[config.mk]
export PLATFORM = sky130hd
export DESIGN_NAME = output_driver_divider_config
export DESIGN_NICKNAME = d
export VERILOG_FILES = /design/src/common/output_driver_divider_pkg.sv /design/src/rtl/pair_leg_control.sv /design/src/rtl/stage_ratio_decode.sv /design/src/rtl/output_driver_divider_config.sv
export VERILOG_INCLUDE_DIRS = /design/src /design/src/common
export SDC_FILE = /design/constraint.sdc
export NUM_CORES = 1
export LEC_CHECK = 0
export BUFFER_PORTS_ARGS = -buffer_cell sky130_fd_sc_hd__buf_4
export CAP_MARGIN = 20
export CORE_UTILIZATION = 50
export CTS_CLUSTER_DIAMETER = 40
export DETAILED_ROUTE_END_ITERATION = 7
export HOLD_SLACK_MARGIN = 0.15
export PLACE_DENSITY = 0.69
export SETUP_SLACK_MARGIN = 0.2
export SYNTH_ARGS = -nofsm -noshare
export SYNTH_HDL_FRONTEND = slang
export SYNTH_HIERARCHICAL = 1
export SYNTH_SLANG_ARGS = --single-unit
[constraint.sdc]
create_clock -name clk_i -period 4.2 [get_ports clk_i]
set_clock_uncertainty 0.15 [all_clocks]
set_input_delay 1.05 -clock clk_i [delete_from_list [all_inputs] [get_ports clk_i]]
set_output_delay 1.05 -clock clk_i [all_outputs]
set_load 0.02 [all_outputs]
[src/common/output_driver_divider_regs.svh]
`ifndef OUTPUT_DRIVER_DIVIDER_REGS_SVH
`define OUTPUT_DRIVER_DIVIDER_REGS_SVH

// Register offsets on the byte register port
`define A_OUT_EN       16'h0077
`define A_POLARITY     16'h0078
`define A_STYLE_76     16'h0079
`define A_STYLE_54     16'h007A
`define A_STYLE_32     16'h007B
`define A_STYLE_10     16'h007C
`define A_S1_OUT0      16'h007D
`define A_S2_OUT0_HI   16'h007E
`define A_S2_OUT0_LO   16'h007F
`define A_S1_OUT1      16'h0800
`define A_S2_OUT1_HI   16'h0081
`define A_S2_OUT1_LO   16'h0082
`define A_INT_OUT2_TOP 16'h0083
`define A_INT_OUT2_MID 16'h0084
`define A_INT_OUT2_LOW 16'h0085
`define A_INT_OUT3_TOP 16'h0086
`define A_INT_OUT3_MID 16'h0087
`define A_INT_OUT3_LOW 16'h0088
`define A_S1_OUT4      16'h0089
`define A_S2_OUT4_HI   16'h008A
`define A_S2_OUT4_LO   16'h008B
`define A_S1_OUT5      16'h008C
`define A_S2_OUT5_HI   16'h008D
`define A_S2_OUT5_LO   16'h008E
`define A_S1_OUT6      16'h008F
`define A_S2_OUT6_HI   16'h0090
`define A_S2_OUT6_LO   16'h0091
`define A_S1_OUT7      16'h0092
`define A_S2_OUT7_HI   16'h0093
`define A_S2_OUT7_LO   16'h0094
`define A_FRAC_OUT2_B3 16'h0095
`define A_FRAC_OUT2_B2 16'h0096
`define A_FRAC_OUT2_B1 16'h0097
`define A_FRAC_OUT2_B0 16'h0098
`define A_FRAC_OUT3_B3 16'h0099
`define A_FRAC_OUT3_B2 16'h009A
`define A_FRAC_OUT3_B1 16'h009B
`define A_FRAC_OUT3_B0 16'h009C

// Field positions inside a driver style byte
`define F_HI_STYLE_MSB 7
`define F_HI_STYLE_LSB 5
`define F_HI_PHASE     4
`define F_LO_STYLE_MSB 3
`define F_LO_STYLE_LSB 1
`define F_LO_PHASE     0

// Reset values
`define RST_OUT_EN     8'h00
`define RST_POLARITY   8'h00
`define RST_STYLE      3'h1
`define RST_PHASE      1'h0
`define RST_S1_CODE    2'h2
`define RST_S2_HALF    16'h0002
`define RST_INT_PART   18'h00008
`define RST_FRAC_PART  28'h0000000

`endif

[src/common/output_driver_divider_pkg.sv]
package output_driver_divider_pkg;

  typedef enum logic [2:0] {
    STYLE_HIZ    = 3'h0,
    STYLE_LVPECL = 3'h1,
    STYLE_LVDS   = 3'h2,
    STYLE_LVCMOS = 3'h3,
    STYLE_HCSL   = 3'h4
  } drv_style_t;

  typedef struct packed {
    logic [7:0]        output_enable_bits;
    logic [7:0]        polarity_invert_bits;
    logic [7:0][2:0]   driver_style_select;
    logic [7:0]        single_ended_phase_select;
    logic [7:0][1:0]   first_stage_ratio_code;
    logic [7:0][15:0]  second_stage_half_ratio;
    logic [1:0][17:0]  fractional_output_integer_part;
    logic [1:0][27:0]  fractional_output_fraction_part;
    logic [7:0]        rdata;
    logic [7:0]        leg_drive;
    drv_style_t [7:0]  style;
    logic [7:0]        true_invert;
    logic [7:0]        comp_invert;
    logic [7:0][2:0]   first_ratio;
    logic [7:0]        first_stop;
    logic [7:0][16:0]  second_ratio;
    logic [7:0]        second_bypass;
    logic [1:0][18:0]  int_ratio;
    logic [1:0][28:0]  frac_ratio;
    logic [1:0]        int_illegal;
  } bank_state_t;

endpackage : output_driver_divider_pkg

[src/rtl/pair_leg_control.sv]
`timescale 1ns/1ps
module pair_leg_control (
  // Settings of one pair
  input  wire logic                             enable_i,
  input  wire logic                             invert_i,
  input  wire logic [2:0]                       style_i,
  input  wire logic                             phase_i,
  // Decoded leg control
  output logic                                  leg_drive_o,
  output output_driver_divider_pkg::drv_style_t style_o,
  output logic                                  true_invert_o,
  output logic                                  comp_invert_o
);

  always_comb begin
    unique case (style_i)
      3'h0: style_o = output_driver_divider_pkg::STYLE_HIZ;
      3'h1: style_o = output_driver_divider_pkg::STYLE_LVPECL;
      3'h2: style_o = output_driver_divider_pkg::STYLE_LVDS;
      3'h3: style_o = output_driver_divider_pkg::STYLE_LVCMOS;
      3'h4: style_o = output_driver_divider_pkg::STYLE_HCSL;
      // Reserved codes park the pair rather than guess a level
      default: style_o = output_driver_divider_pkg::STYLE_HIZ;
    endcase
    leg_drive_o   = enable_i &&
                    style_o != output_driver_divider_pkg::STYLE_HIZ;
    true_invert_o = invert_i;
    // Differential styles always run the legs in opposite phase
    comp_invert_o = ~invert_i;
    if (style_o == output_driver_divider_pkg::STYLE_LVCMOS && phase_i) begin
      comp_invert_o = invert_i;
    end
  end

endmodule : pair_leg_control

[src/rtl/stage_ratio_decode.sv]
`timescale 1ns/1ps
module stage_ratio_decode #(
  parameter bit CODE3_BYPASS = 1'b1
) (
  // Programmed fields
  input  wire logic [1:0]  code_i,
  input  wire logic [15:0] half_i,
  // Effective ratios
  output logic [2:0]       first_ratio_o,
  output logic             first_stop_o,
  output logic [16:0]      second_ratio_o,
  output logic             second_bypass_o
);

  always_comb begin
    first_stop_o = 1'b0;
    unique case (code_i)
      2'h0: first_ratio_o = 3'h5;
      2'h1: first_ratio_o = 3'h6;
      2'h2: first_ratio_o = 3'h4;
      2'h3: begin
        first_ratio_o = CODE3_BYPASS ? 3'h1 : 3'h0;
        first_stop_o  = ~CODE3_BYPASS;
      end
    endcase
    second_ratio_o  = {half_i, 1'b0};
    second_bypass_o = (half_i == 16'h0000);
  end

endmodule : stage_ratio_decode

[src/rtl/output_driver_divider_config.sv]
`timescale 1ns/1ps
`include "output_driver_divider_regs.svh"

// How it works
// Clear enable bit puts pair in high impedance; set drives chosen style.
// Enables reset to zero, styles to LVPECL, phase bits to zero.
// Polarity bit per pair: zero normal, one inverted; resets to zero.
// Style code: 0 hi-z, 1 LVPECL, 2 LVDS, 3 LVCMOS, 4 HCSL; rest reserved.
// LVCMOS: phase bit clear gives opposite legs, set gives legs in phase.
// Software keeps phase bit zero for LVDS, HCSL and LVPECL styles.
// Style bytes hold two pairs, higher pair in upper nibble, 7/6 first.
// Ratios stored most significant byte first, lowest address first.
// First stage: 00 /5, 01 /6, 10 /4; 11 stops 0,1, bypasses 4-7.
// Second stage divides by twice its value; zero bypasses it.
// Fractional outputs: ratio twice integer field; 0..2 forbidden.
// Software writes zero to reserved bits, ignores their read value.
module output_driver_divider_config (
  // Clock and reset
  input  wire logic                             clk_i,
  input  wire logic                             nrst_i,
  // Byte register port
  input  wire logic [15:0]                      reg_addr_i,
  input  wire logic                             reg_wr_i,
  input  wire logic [7:0]                       reg_wdata_i,
  output logic [7:0]                            reg_rdata_o,
  // Output pair control
  output logic [7:0]                            leg_drive_o,
  output output_driver_divider_pkg::drv_style_t [7:0] style_o,
  output logic [7:0]                            true_invert_o,
  output logic [7:0]                            comp_invert_o,
  // Integer divider outputs
  output logic [7:0][2:0]                       first_ratio_o,
  output logic [7:0]                            first_stop_o,
  output logic [7:0][16:0]                      second_ratio_o,
  output logic [7:0]                            second_bypass_o,
  // Fractional divider outputs 2 and 3
  output logic [1:0][18:0]                      int_ratio_o,
  output logic [1:0][28:0]                      frac_ratio_o,
  output logic [1:0]                            int_illegal_o
);

  output_driver_divider_pkg::bank_state_t s_r;
  output_driver_divider_pkg::bank_state_t s_nxt;

  logic [7:0]                                  dec_drive;
  output_driver_divider_pkg::drv_style_t [7:0] dec_style;
  logic [7:0]                                  dec_tinv;
  logic [7:0]                                  dec_cinv;
  logic [7:0][2:0]                             dec_first;
  logic [7:0]                                  dec_stop;
  logic [7:0][16:0]                            dec_second;
  logic [7:0]                                  dec_bypass;

  generate
    for (genvar g = 0; g < 8; g++) begin : g_pair
      pair_leg_control u_leg (
        .enable_i      (s_r.output_enable_bits[g]),
        .invert_i      (s_r.polarity_invert_bits[g]),
        .style_i       (s_r.driver_style_select[g]),
        .phase_i       (s_r.single_ended_phase_select[g]),
        .leg_drive_o   (dec_drive[g]),
        .style_o       (dec_style[g]),
        .true_invert_o (dec_tinv[g]),
        .comp_invert_o (dec_cinv[g])
      );
      // Outputs 0 and 1 stop on code 11, the others bypass
      stage_ratio_decode #(
        .CODE3_BYPASS ((g > 1) ? 1'b1 : 1'b0)
      ) u_ratio (
        .code_i          (s_r.first_stage_ratio_code[g]),
        .half_i          (s_r.second_stage_half_ratio[g]),
        .first_ratio_o   (dec_first[g]),
        .first_stop_o    (dec_stop[g]),
        .second_ratio_o  (dec_second[g]),
        .second_bypass_o (dec_bypass[g])
      );
    end
  endgenerate

  always_comb begin
    s_nxt       = s_r;
    s_nxt.rdata = 8'h00;
    unique case (reg_addr_i)
      `A_OUT_EN: begin
        s_nxt.rdata = s_r.output_enable_bits;
        if (reg_wr_i) s_nxt.output_enable_bits = reg_wdata_i;
      end
      `A_POLARITY: begin
        s_nxt.rdata = s_r.polarity_invert_bits;
        if (reg_wr_i) s_nxt.polarity_invert_bits = reg_wdata_i;
      end
      `A_STYLE_76, `A_STYLE_54, `A_STYLE_32, `A_STYLE_10: begin
        for (int p = 0; p < 4; p++) begin
          // Byte 0x79 carries pairs 7/6, 0x7C carries 1/0
          if (reg_addr_i[2:0] == 3'(1 + p)) begin
            s_nxt.rdata = {s_r.driver_style_select[7 - 2 * p],
                           s_r.single_ended_phase_select[7 - 2 * p],
                           s_r.driver_style_select[6 - 2 * p],
                           s_r.single_ended_phase_select[6 - 2 * p]};
            if (reg_wr_i) begin
              s_nxt.driver_style_select[7 - 2 * p] =
                reg_wdata_i[`F_HI_STYLE_MSB:`F_HI_STYLE_LSB];
              s_nxt.single_ended_phase_select[7 - 2 * p] =
                reg_wdata_i[`F_HI_PHASE];
              s_nxt.driver_style_select[6 - 2 * p] =
                reg_wdata_i[`F_LO_STYLE_MSB:`F_LO_STYLE_LSB];
              s_nxt.single_ended_phase_select[6 - 2 * p] =
                reg_wdata_i[`F_LO_PHASE];
            end
          end
        end
      end
      // Reserved bits read zero and drop writes
      `A_S1_OUT0: begin
        s_nxt.rdata = {6'h00, s_r.first_stage_ratio_code[0]};
        if (reg_wr_i) s_nxt.first_stage_ratio_code[0] = reg_wdata_i[1:0];
      end
      `A_S2_OUT0_HI: begin
        s_nxt.rdata = s_r.second_stage_half_ratio[0][15:8];
        if (reg_wr_i) s_nxt.second_stage_half_ratio[0][15:8] = reg_wdata_i;
      end
      `A_S2_OUT0_LO: begin
        s_nxt.rdata = s_r.second_stage_half_ratio[0][7:0];
        if (reg_wr_i) s_nxt.second_stage_half_ratio[0][7:0] = reg_wdata_i;
      end
      `A_S1_OUT1: begin
        s_nxt.rdata = {6'h00, s_r.first_stage_ratio_code[1]};
        if (reg_wr_i) s_nxt.first_stage_ratio_code[1] = reg_wdata_i[1:0];
      end
      `A_S2_OUT1_HI: begin
        s_nxt.rdata = s_r.second_stage_half_ratio[1][15:8];
        if (reg_wr_i) s_nxt.second_stage_half_ratio[1][15:8] = reg_wdata_i;
      end
      `A_S2_OUT1_LO: begin
        s_nxt.rdata = s_r.second_stage_half_ratio[1][7:0];
        if (reg_wr_i) s_nxt.second_stage_half_ratio[1][7:0] = reg_wdata_i;
      end
      `A_INT_OUT2_TOP, `A_INT_OUT3_TOP: begin
        s_nxt.rdata = {6'h00,
          s_r.fractional_output_integer_part[reg_addr_i[2]][17:16]};
        if (reg_wr_i) s_nxt.fractional_output_integer_part
          [reg_addr_i[2]][17:16] = reg_wdata_i[1:0];
      end
      `A_INT_OUT2_MID: begin
        s_nxt.rdata = s_r.fractional_output_integer_part[0][15:8];
        if (reg_wr_i)
          s_nxt.fractional_output_integer_part[0][15:8] = reg_wdata_i;
      end
      `A_INT_OUT2_LOW: begin
        s_nxt.rdata = s_r.fractional_output_integer_part[0][7:0];
        if (reg_wr_i)
          s_nxt.fractional_output_integer_part[0][7:0] = reg_wdata_i;
      end
      `A_INT_OUT3_MID: begin
        s_nxt.rdata = s_r.fractional_output_integer_part[1][15:8];
        if (reg_wr_i)
          s_nxt.fractional_output_integer_part[1][15:8] = reg_wdata_i;
      end
      `A_INT_OUT3_LOW: begin
        s_nxt.rdata = s_r.fractional_output_integer_part[1][7:0];
        if (reg_wr_i)
          s_nxt.fractional_output_integer_part[1][7:0] = reg_wdata_i;
      end
      `A_S1_OUT4, `A_S1_OUT5, `A_S1_OUT6, `A_S1_OUT7,
      `A_S2_OUT4_HI, `A_S2_OUT5_HI, `A_S2_OUT6_HI, `A_S2_OUT7_HI,
      `A_S2_OUT4_LO, `A_S2_OUT5_LO, `A_S2_OUT6_LO, `A_S2_OUT7_LO: begin
        // Outputs 4-7 sit in three-byte groups from 0x89 upward
        for (int q = 4; q < 8; q++) begin
          if (reg_addr_i == `A_S1_OUT4 + 16'(3 * (q - 4))) begin
            s_nxt.rdata = {6'h00, s_r.first_stage_ratio_code[q]};
            if (reg_wr_i) s_nxt.first_stage_ratio_code[q] = reg_wdata_i[1:0];
          end
          if (reg_addr_i == `A_S2_OUT4_HI + 16'(3 * (q - 4))) begin
            s_nxt.rdata = s_r.second_stage_half_ratio[q][15:8];
            if (reg_wr_i)
              s_nxt.second_stage_half_ratio[q][15:8] = reg_wdata_i;
          end
          if (reg_addr_i == `A_S2_OUT4_LO + 16'(3 * (q - 4))) begin
            s_nxt.rdata = s_r.second_stage_half_ratio[q][7:0];
            if (reg_wr_i)
              s_nxt.second_stage_half_ratio[q][7:0] = reg_wdata_i;
          end
        end
      end
      `A_FRAC_OUT2_B3, `A_FRAC_OUT3_B3: begin
        s_nxt.rdata = {4'h0, s_r.fractional_output_fraction_part
          [(reg_addr_i == `A_FRAC_OUT3_B3) ? 1 : 0][27:24]};
        if (reg_wr_i) s_nxt.fractional_output_fraction_part
          [(reg_addr_i == `A_FRAC_OUT3_B3) ? 1 : 0][27:24] =
          reg_wdata_i[3:0];
      end
      `A_FRAC_OUT2_B2, `A_FRAC_OUT2_B1, `A_FRAC_OUT2_B0,
      `A_FRAC_OUT3_B2, `A_FRAC_OUT3_B1, `A_FRAC_OUT3_B0: begin
        for (int f = 0; f < 2; f++) begin
          for (int b = 0; b < 3; b++) begin
            // Lower byte of the fraction sits at the higher address
            if (reg_addr_i == `A_FRAC_OUT2_B0 - 16'(b) + 16'(4 * f)) begin
              s_nxt.rdata =
                s_r.fractional_output_fraction_part[f][8 * b +: 8];
              if (reg_wr_i)
                s_nxt.fractional_output_fraction_part[f][8 * b +: 8] =
                  reg_wdata_i;
            end
          end
        end
      end
      default: s_nxt.rdata = 8'h00;
    endcase

    s_nxt.leg_drive     = dec_drive;
    s_nxt.style         = dec_style;
    s_nxt.true_invert   = dec_tinv;
    s_nxt.comp_invert   = dec_cinv;
    s_nxt.first_ratio   = dec_first;
    s_nxt.first_stop    = dec_stop;
    s_nxt.second_ratio  = dec_second;
    s_nxt.second_bypass = dec_bypass;
    for (int k = 0; k < 2; k++) begin
      s_nxt.int_ratio[k] =
        {s_r.fractional_output_integer_part[k], 1'b0};
      s_nxt.frac_ratio[k] =
        {s_r.fractional_output_fraction_part[k], 1'b0};
      // Flags a forbidden value; the divider hardware is not protected
      s_nxt.int_illegal[k] =
        (s_r.fractional_output_integer_part[k] < 18'h00003);
    end
  end

  always_ff @(posedge clk_i or negedge nrst_i) begin
    if (!nrst_i) begin
      s_r                                 <= '0;
      s_r.output_enable_bits              <= `RST_OUT_EN;
      s_r.polarity_invert_bits            <= `RST_POLARITY;
      s_r.driver_style_select             <= {8{`RST_STYLE}};
      s_r.single_ended_phase_select       <= {8{`RST_PHASE}};
      s_r.first_stage_ratio_code          <= {8{`RST_S1_CODE}};
      s_r.second_stage_half_ratio         <= {8{`RST_S2_HALF}};
      s_r.fractional_output_integer_part  <= {2{`RST_INT_PART}};
      s_r.fractional_output_fraction_part <= {2{`RST_FRAC_PART}};
      s_r.style <= '{default: output_driver_divider_pkg::STYLE_LVPECL};
      s_r.comp_invert                     <= 8'hFF;
      s_r.first_ratio                     <= {8{3'h4}};
      s_r.second_ratio                    <= {8{17'h00004}};
      s_r.int_ratio                       <= {2{19'h00010}};
    end else begin
      s_r <= s_nxt;
    end
  end

  assign reg_rdata_o     = s_r.rdata;
  assign leg_drive_o     = s_r.leg_drive;
  assign style_o         = s_r.style;
  assign true_invert_o   = s_r.true_invert;
  assign comp_invert_o   = s_r.comp_invert;
  assign first_ratio_o   = s_r.first_ratio;
  assign first_stop_o    = s_r.first_stop;
  assign second_ratio_o  = s_r.second_ratio;
  assign second_bypass_o = s_r.second_bypass;
  assign int_ratio_o     = s_r.int_ratio;
  assign frac_ratio_o    = s_r.frac_ratio;
  assign int_illegal_o   = s_r.int_illegal;

endmodule : output_driver_divider_config

* Word level (Yosys, flattened, before mapping)
Index checks and enable logic that the tools add are counted.
** Word-level totals
- Register bits :: 520
- Bits in latches :: 0
- Bits in writable memories :: 0
- Memory bits (read-only) :: 0
- Input bits :: 27
- Output and inout port bits :: 330
- Memories kept :: 0
** Operators by class
- $add $sub $neg :: 0
- Multiply operators :: 0
- Div/mod/pow operators :: 0
- Order comparisons :: 6
- Equal/unequal tests :: 113
- Shift operators :: 0
- Muxes and demuxes :: 73
- Bitwise gates (word level) :: 8
- Reductions and logical operators :: 84
** Operators with widths (count)
- $eq A16 B8 Y1 const B :: 28
- $mux W8 :: 26
- $pmux W3 S4 :: 14
- $eq A16 B7 Y1 const B :: 9
- $pmux W8 S17 :: 1
- $mux W28 :: 4
- $logic_not A16 Y1 :: 6
- $pmux W24 S2 :: 2
- $eq A3 B2 Y1 const B :: 26
- $pmux W8 S2 :: 4
- $reduce_and A3 Y1 :: 20
- $bwmux W56 :: 1
- $mux W18 :: 3
- $mux W52 :: 1
- $bwmux W36 :: 1
- $lt A18 B2 Y1 const B :: 2
- $mux W34 :: 1
- $demux W28 S1 :: 1
- $eq A3 B1 Y1 const B :: 9
- $eq A3 B3 Y1 const B :: 9
- $ne A2 B2 Y1 const B :: 13
- $eq A2 B2 Y1 const B :: 12
- $reduce_and A4 Y1 :: 6
- $reduce_bool A3 Y1 :: 8
- 17 further kinds :: 77

* Longest topological paths before layout
- Depth after elaboration :: 14
- Gate-level depth with buffers :: 10

* By module
The synthesis kept the hierarchy.
** Modules (own cells, without submodules)
- output_driver_divider_config :: times used 1, cells each 1640, area each 22711.8 um^2, seq. area each 14433.8 um^2
- stage_ratio_decode at g_pair[2].u_ratio ... :: times used 6, cells each 28, area each 205.2 um^2, seq. area each 0.0 um^2
- pair_leg_control :: times used 8, cells each 8, area each 78.8 um^2, seq. area each 0.0 um^2
- stage_ratio_decode at g_pair[0].u_ratio ... :: times used 2, cells each 27, area each 182.7 um^2, seq. area each 0.0 um^2

* Worst setup path after synthesis
No wires, ideal clock.
- Path type :: input port to flip-flop
- Start :: input port reg_addr_i[5]
- End :: register s_r, in the netlist s_nxt[69]
- Arrival :: 3.104 ns
- Data required time :: 3.925 ns
- Path slack :: 0.821 ns
- Cell stages on the path :: 7
- Buffers on the path :: 2
- Path through :: or4b_1 -> or4_1 -> buf_2 -> or2_1 -> buf_6 -> nor2_8 -> mux2_2
** Between the ends
- Word-level cells in the longest chain between the ends :: 4
- Elaborated cells between the ends (all ways) :: 9
- Classes of those cells :: eq/ne (5); mux (1); reduce/logical (3)
** Ends and longest elaborated chain
- start, declared :: RTL line output_driver_divider_config.sv:22 : input wire logic [15:0] reg_addr_i,
- $eq A16 B8 Y1 :: RTL line output_driver_divider_config.sv:83 : unique case (reg_addr_i)
- $reduce_or A2 Y1 :: RTL line output_driver_divider_config.sv:83
- $ne A2 B2 Y1 (no source line) / $reduce_bool A2 Y1 (equally long branches)
- $reduce_and A3 Y1 (no source line)
- end signal, assigned :: RTL line output_driver_divider_config.sv:246 : s_r <= s_nxt;
- end, declared :: RTL line output_driver_divider_config.sv:42 : output_driver_divider_pkg::bank_state_t s_r;
Parallel ways exist; a longest one is shown, timed or not.
A chain may end at the register's enable or synchronous reset.

* Worst setup path after layout
- Start :: input port reg_addr_i[13]
- End :: register s_r, in the netlist s_nxt[71]
The elaborated chain is that of the path after synthesis.

==> reports/qor.csv <==
metric,value,unit
critical_path_class,in -> reg,
ctsHoldBuffers,0,
drive_above_1_share,45.3,%
cts_sinks,574,
htreeDepth,3,
insertion_delay,0.63,ns
final_net_count,2001,
stdcell_count,2695,
port_buffers,352,
setup-violations-final,0,
total_power,13.1,mW
layout_commonest_cell,dfrtp_1,
synth.yosys.seq_area_share,57.9,%
drv_cap,0,
die_w,225,µm
yosysWarnings,6,
wirelength,68700,µm
grtUsageTotal,27.4,%
power_density,463,nW/µm²
endpoint_kind,flip-flop,
grt_pass1_wl,101000,µm
first_pass_iters,7,
cts_buffers,82,
dieArea,50800,µm²
grt_max_degree,111,
cp_max_fo,10,
start_kind,primary input,
r2r_slack,1.88,ns
period_needed,3.40,ns
post-route-drc-count,0,
ys_seq_elements,574,
worst_pin_slew,0.819,ns
synth-main-ff-cell,dfrtp_1,
dp_hpwl,48700,µm
cts_root_buffer,clkbuf_16,
vias,14835,
fmax,294,MHz
synth_cell_types,69,
hold_class,reg -> reg,
antenna_found_initial,3,
arrival,3.75,ns
relSlewSlack,44.9,%
holdWs,0.242,ns
ios,357,
synth_edf_count,0,
ir_worst_vdd,0.292,mV
outcome,"complete, no violations",
tns,0,ns
grt_pass1_vias,15503,
post-cts-setup-buffers,0,
grt_overflow,0,
core_area,49100,µm²
place_area,25400,µm²
wl_per_cell,25.5,µm
gp_congestion,1.02,
p_leak,14.2,nW
clk_pin_slew_worst_paths,0.06,ns
rsz0062_at_grt,false,
finalHoldViolations,0,
drtIter0Drc,1226,
n_antenna_cell,0,
postCtsResizedCells,0,
die_h,225,µm
slew_viol_final,0,
syn_inst,1926,
dpl.cell_count,2542,
crit_required,4.55,ns
mostFrequentLayoutCells,"dfrtp_1 (518), buf_4 (424), mux2_2 (250)",
finalCritPeriodShare,80.9,%
final_antenna_net_count,0,
initial_utilization,50.8,%
area_growth,13.7,%
postLayoutCellArea,28400,µm²
tritoncts,yes,
cts_max_path_buffers,3,
async_reset_ff_share,100,%
syn_area,24900,µm²
vias_per_cell,5.50,
core.rowCount,81,
synth_area_per_cell,12.9,µm²
-- sequential cells by signal (all words and copies together) (netlist names) --
register / count
s_r: 156
second_ratio_o: 136
s_nxt: 92
frac_ratio_o: 56
int_ratio_o: 36
first_ratio_o: 24
style_o: 24
comp_invert_o: 8
first_stop_o: 8
leg_drive_o: 8
reg_rdata_o: 8
second_bypass_o: 8
true_invert_o: 8
int_illegal_o: 2
-- final timing paths --
kind,to,cells past startpoint,from
min,frac_ratio_o[10],0,s_nxt[12]
max in group asynchronous,first_ratio_o[6],2,nrst_i
max reg2reg,reg_rdata_o[0],5,s_nxt[80]
min reg2reg,frac_ratio_o[10],0,s_nxt[12]
min in group asynchronous,true_invert_o[4],1,nrst_i
max,s_nxt[71],6,reg_addr_i[13]
-- stage by stage --
step / setup slack (ns) / utilization (%)
2_1_floorplan: 0.821 / -
3_3_place_gp: 0.269 / 51.9
3_5_place_dp: 0.234 / 51.9
4_1_cts: 0.898 / 57.8
5_1_grt: 0.774 / 57.8
6_report: 0.803 / 57.8
-- worst max-delay path: stages --
cell,delay (ns)
buf_4,0.11
or4_1,0.78
or4_1,0.67
or2_1,0.49
nor2_8,0.26
mux2_2,0.36
-- cell usage after synthesis, types with 10 or more instances --
library cell,count,share of area (%)
nor2_1,37,0.56
and4_1,10,0.35
dfrtp_1,518,52
conb_1,10,0.15
nand2b_1,11,0.28
dfstp_2,56,5.9
nor4_1,49,1.2
a21oi_1,24,0.48
nand2_1,51,0.77
a22oi_1,16,0.48
and2b_2,16,0.56
mux2i_1,16,0.64
mux2_2,250,11
buf_4,481,14
nor3_1,19,0.38
o21ai_0,12,0.24
o22ai_1,22,0.55
a222oi_1,13,0.52
inv_1,18,0.27
a221oi_1,11,0.39
ha_1,12,0.60
nand3_1,17,0.34
clkbuf_1,52,0.78
nand4_1,10,0.25
buf_2,13,0.26
-- cells by family after synthesis --
kind of cell | after synthesis | share of synthesized area, %
AO/OA/AOI/OAI | 182 | 5.51
XOR/XNOR | 8 | 0.281
adder cells (fa/ha/maj) | 12 | 0.602
buffers and inverters | 576 | 16.1
flip-flops | 574 | 57.9
multiplexers | 268 | 12.0
other | 10 | 0.151
AND/OR/NAND/NOR | 296 | 7.49
-- metal layers --
metal	vias to the layer above	GRT usage (%)	share of wire (%)
li1	6263	-	-
met5	-	0	0.035
met4	4	12.8	4.0
met1	7741	36.7	41
met2	670	42.7	47
met3	157	5.98	7.5
-- power by group --
group          total (mW)  internal (mW)  switching, mW
Combinational       0.449          0.109          0.340
Clock                7.11           4.36           2.76
Sequential           5.57           5.57        0.00876
Total                13.1           10.0           3.11
-- layout make-up --
class,instances,area [µm²]
multi-input combinational,856,6810
clock inverter,58,727
tap,664,831
inverter,18,67.6
sequential,574,14400
clock buffer,95,2190
fill,3996,20700
timing repair buffer,430,3300
Note: power is estimated with default switching activity, not from simulation.
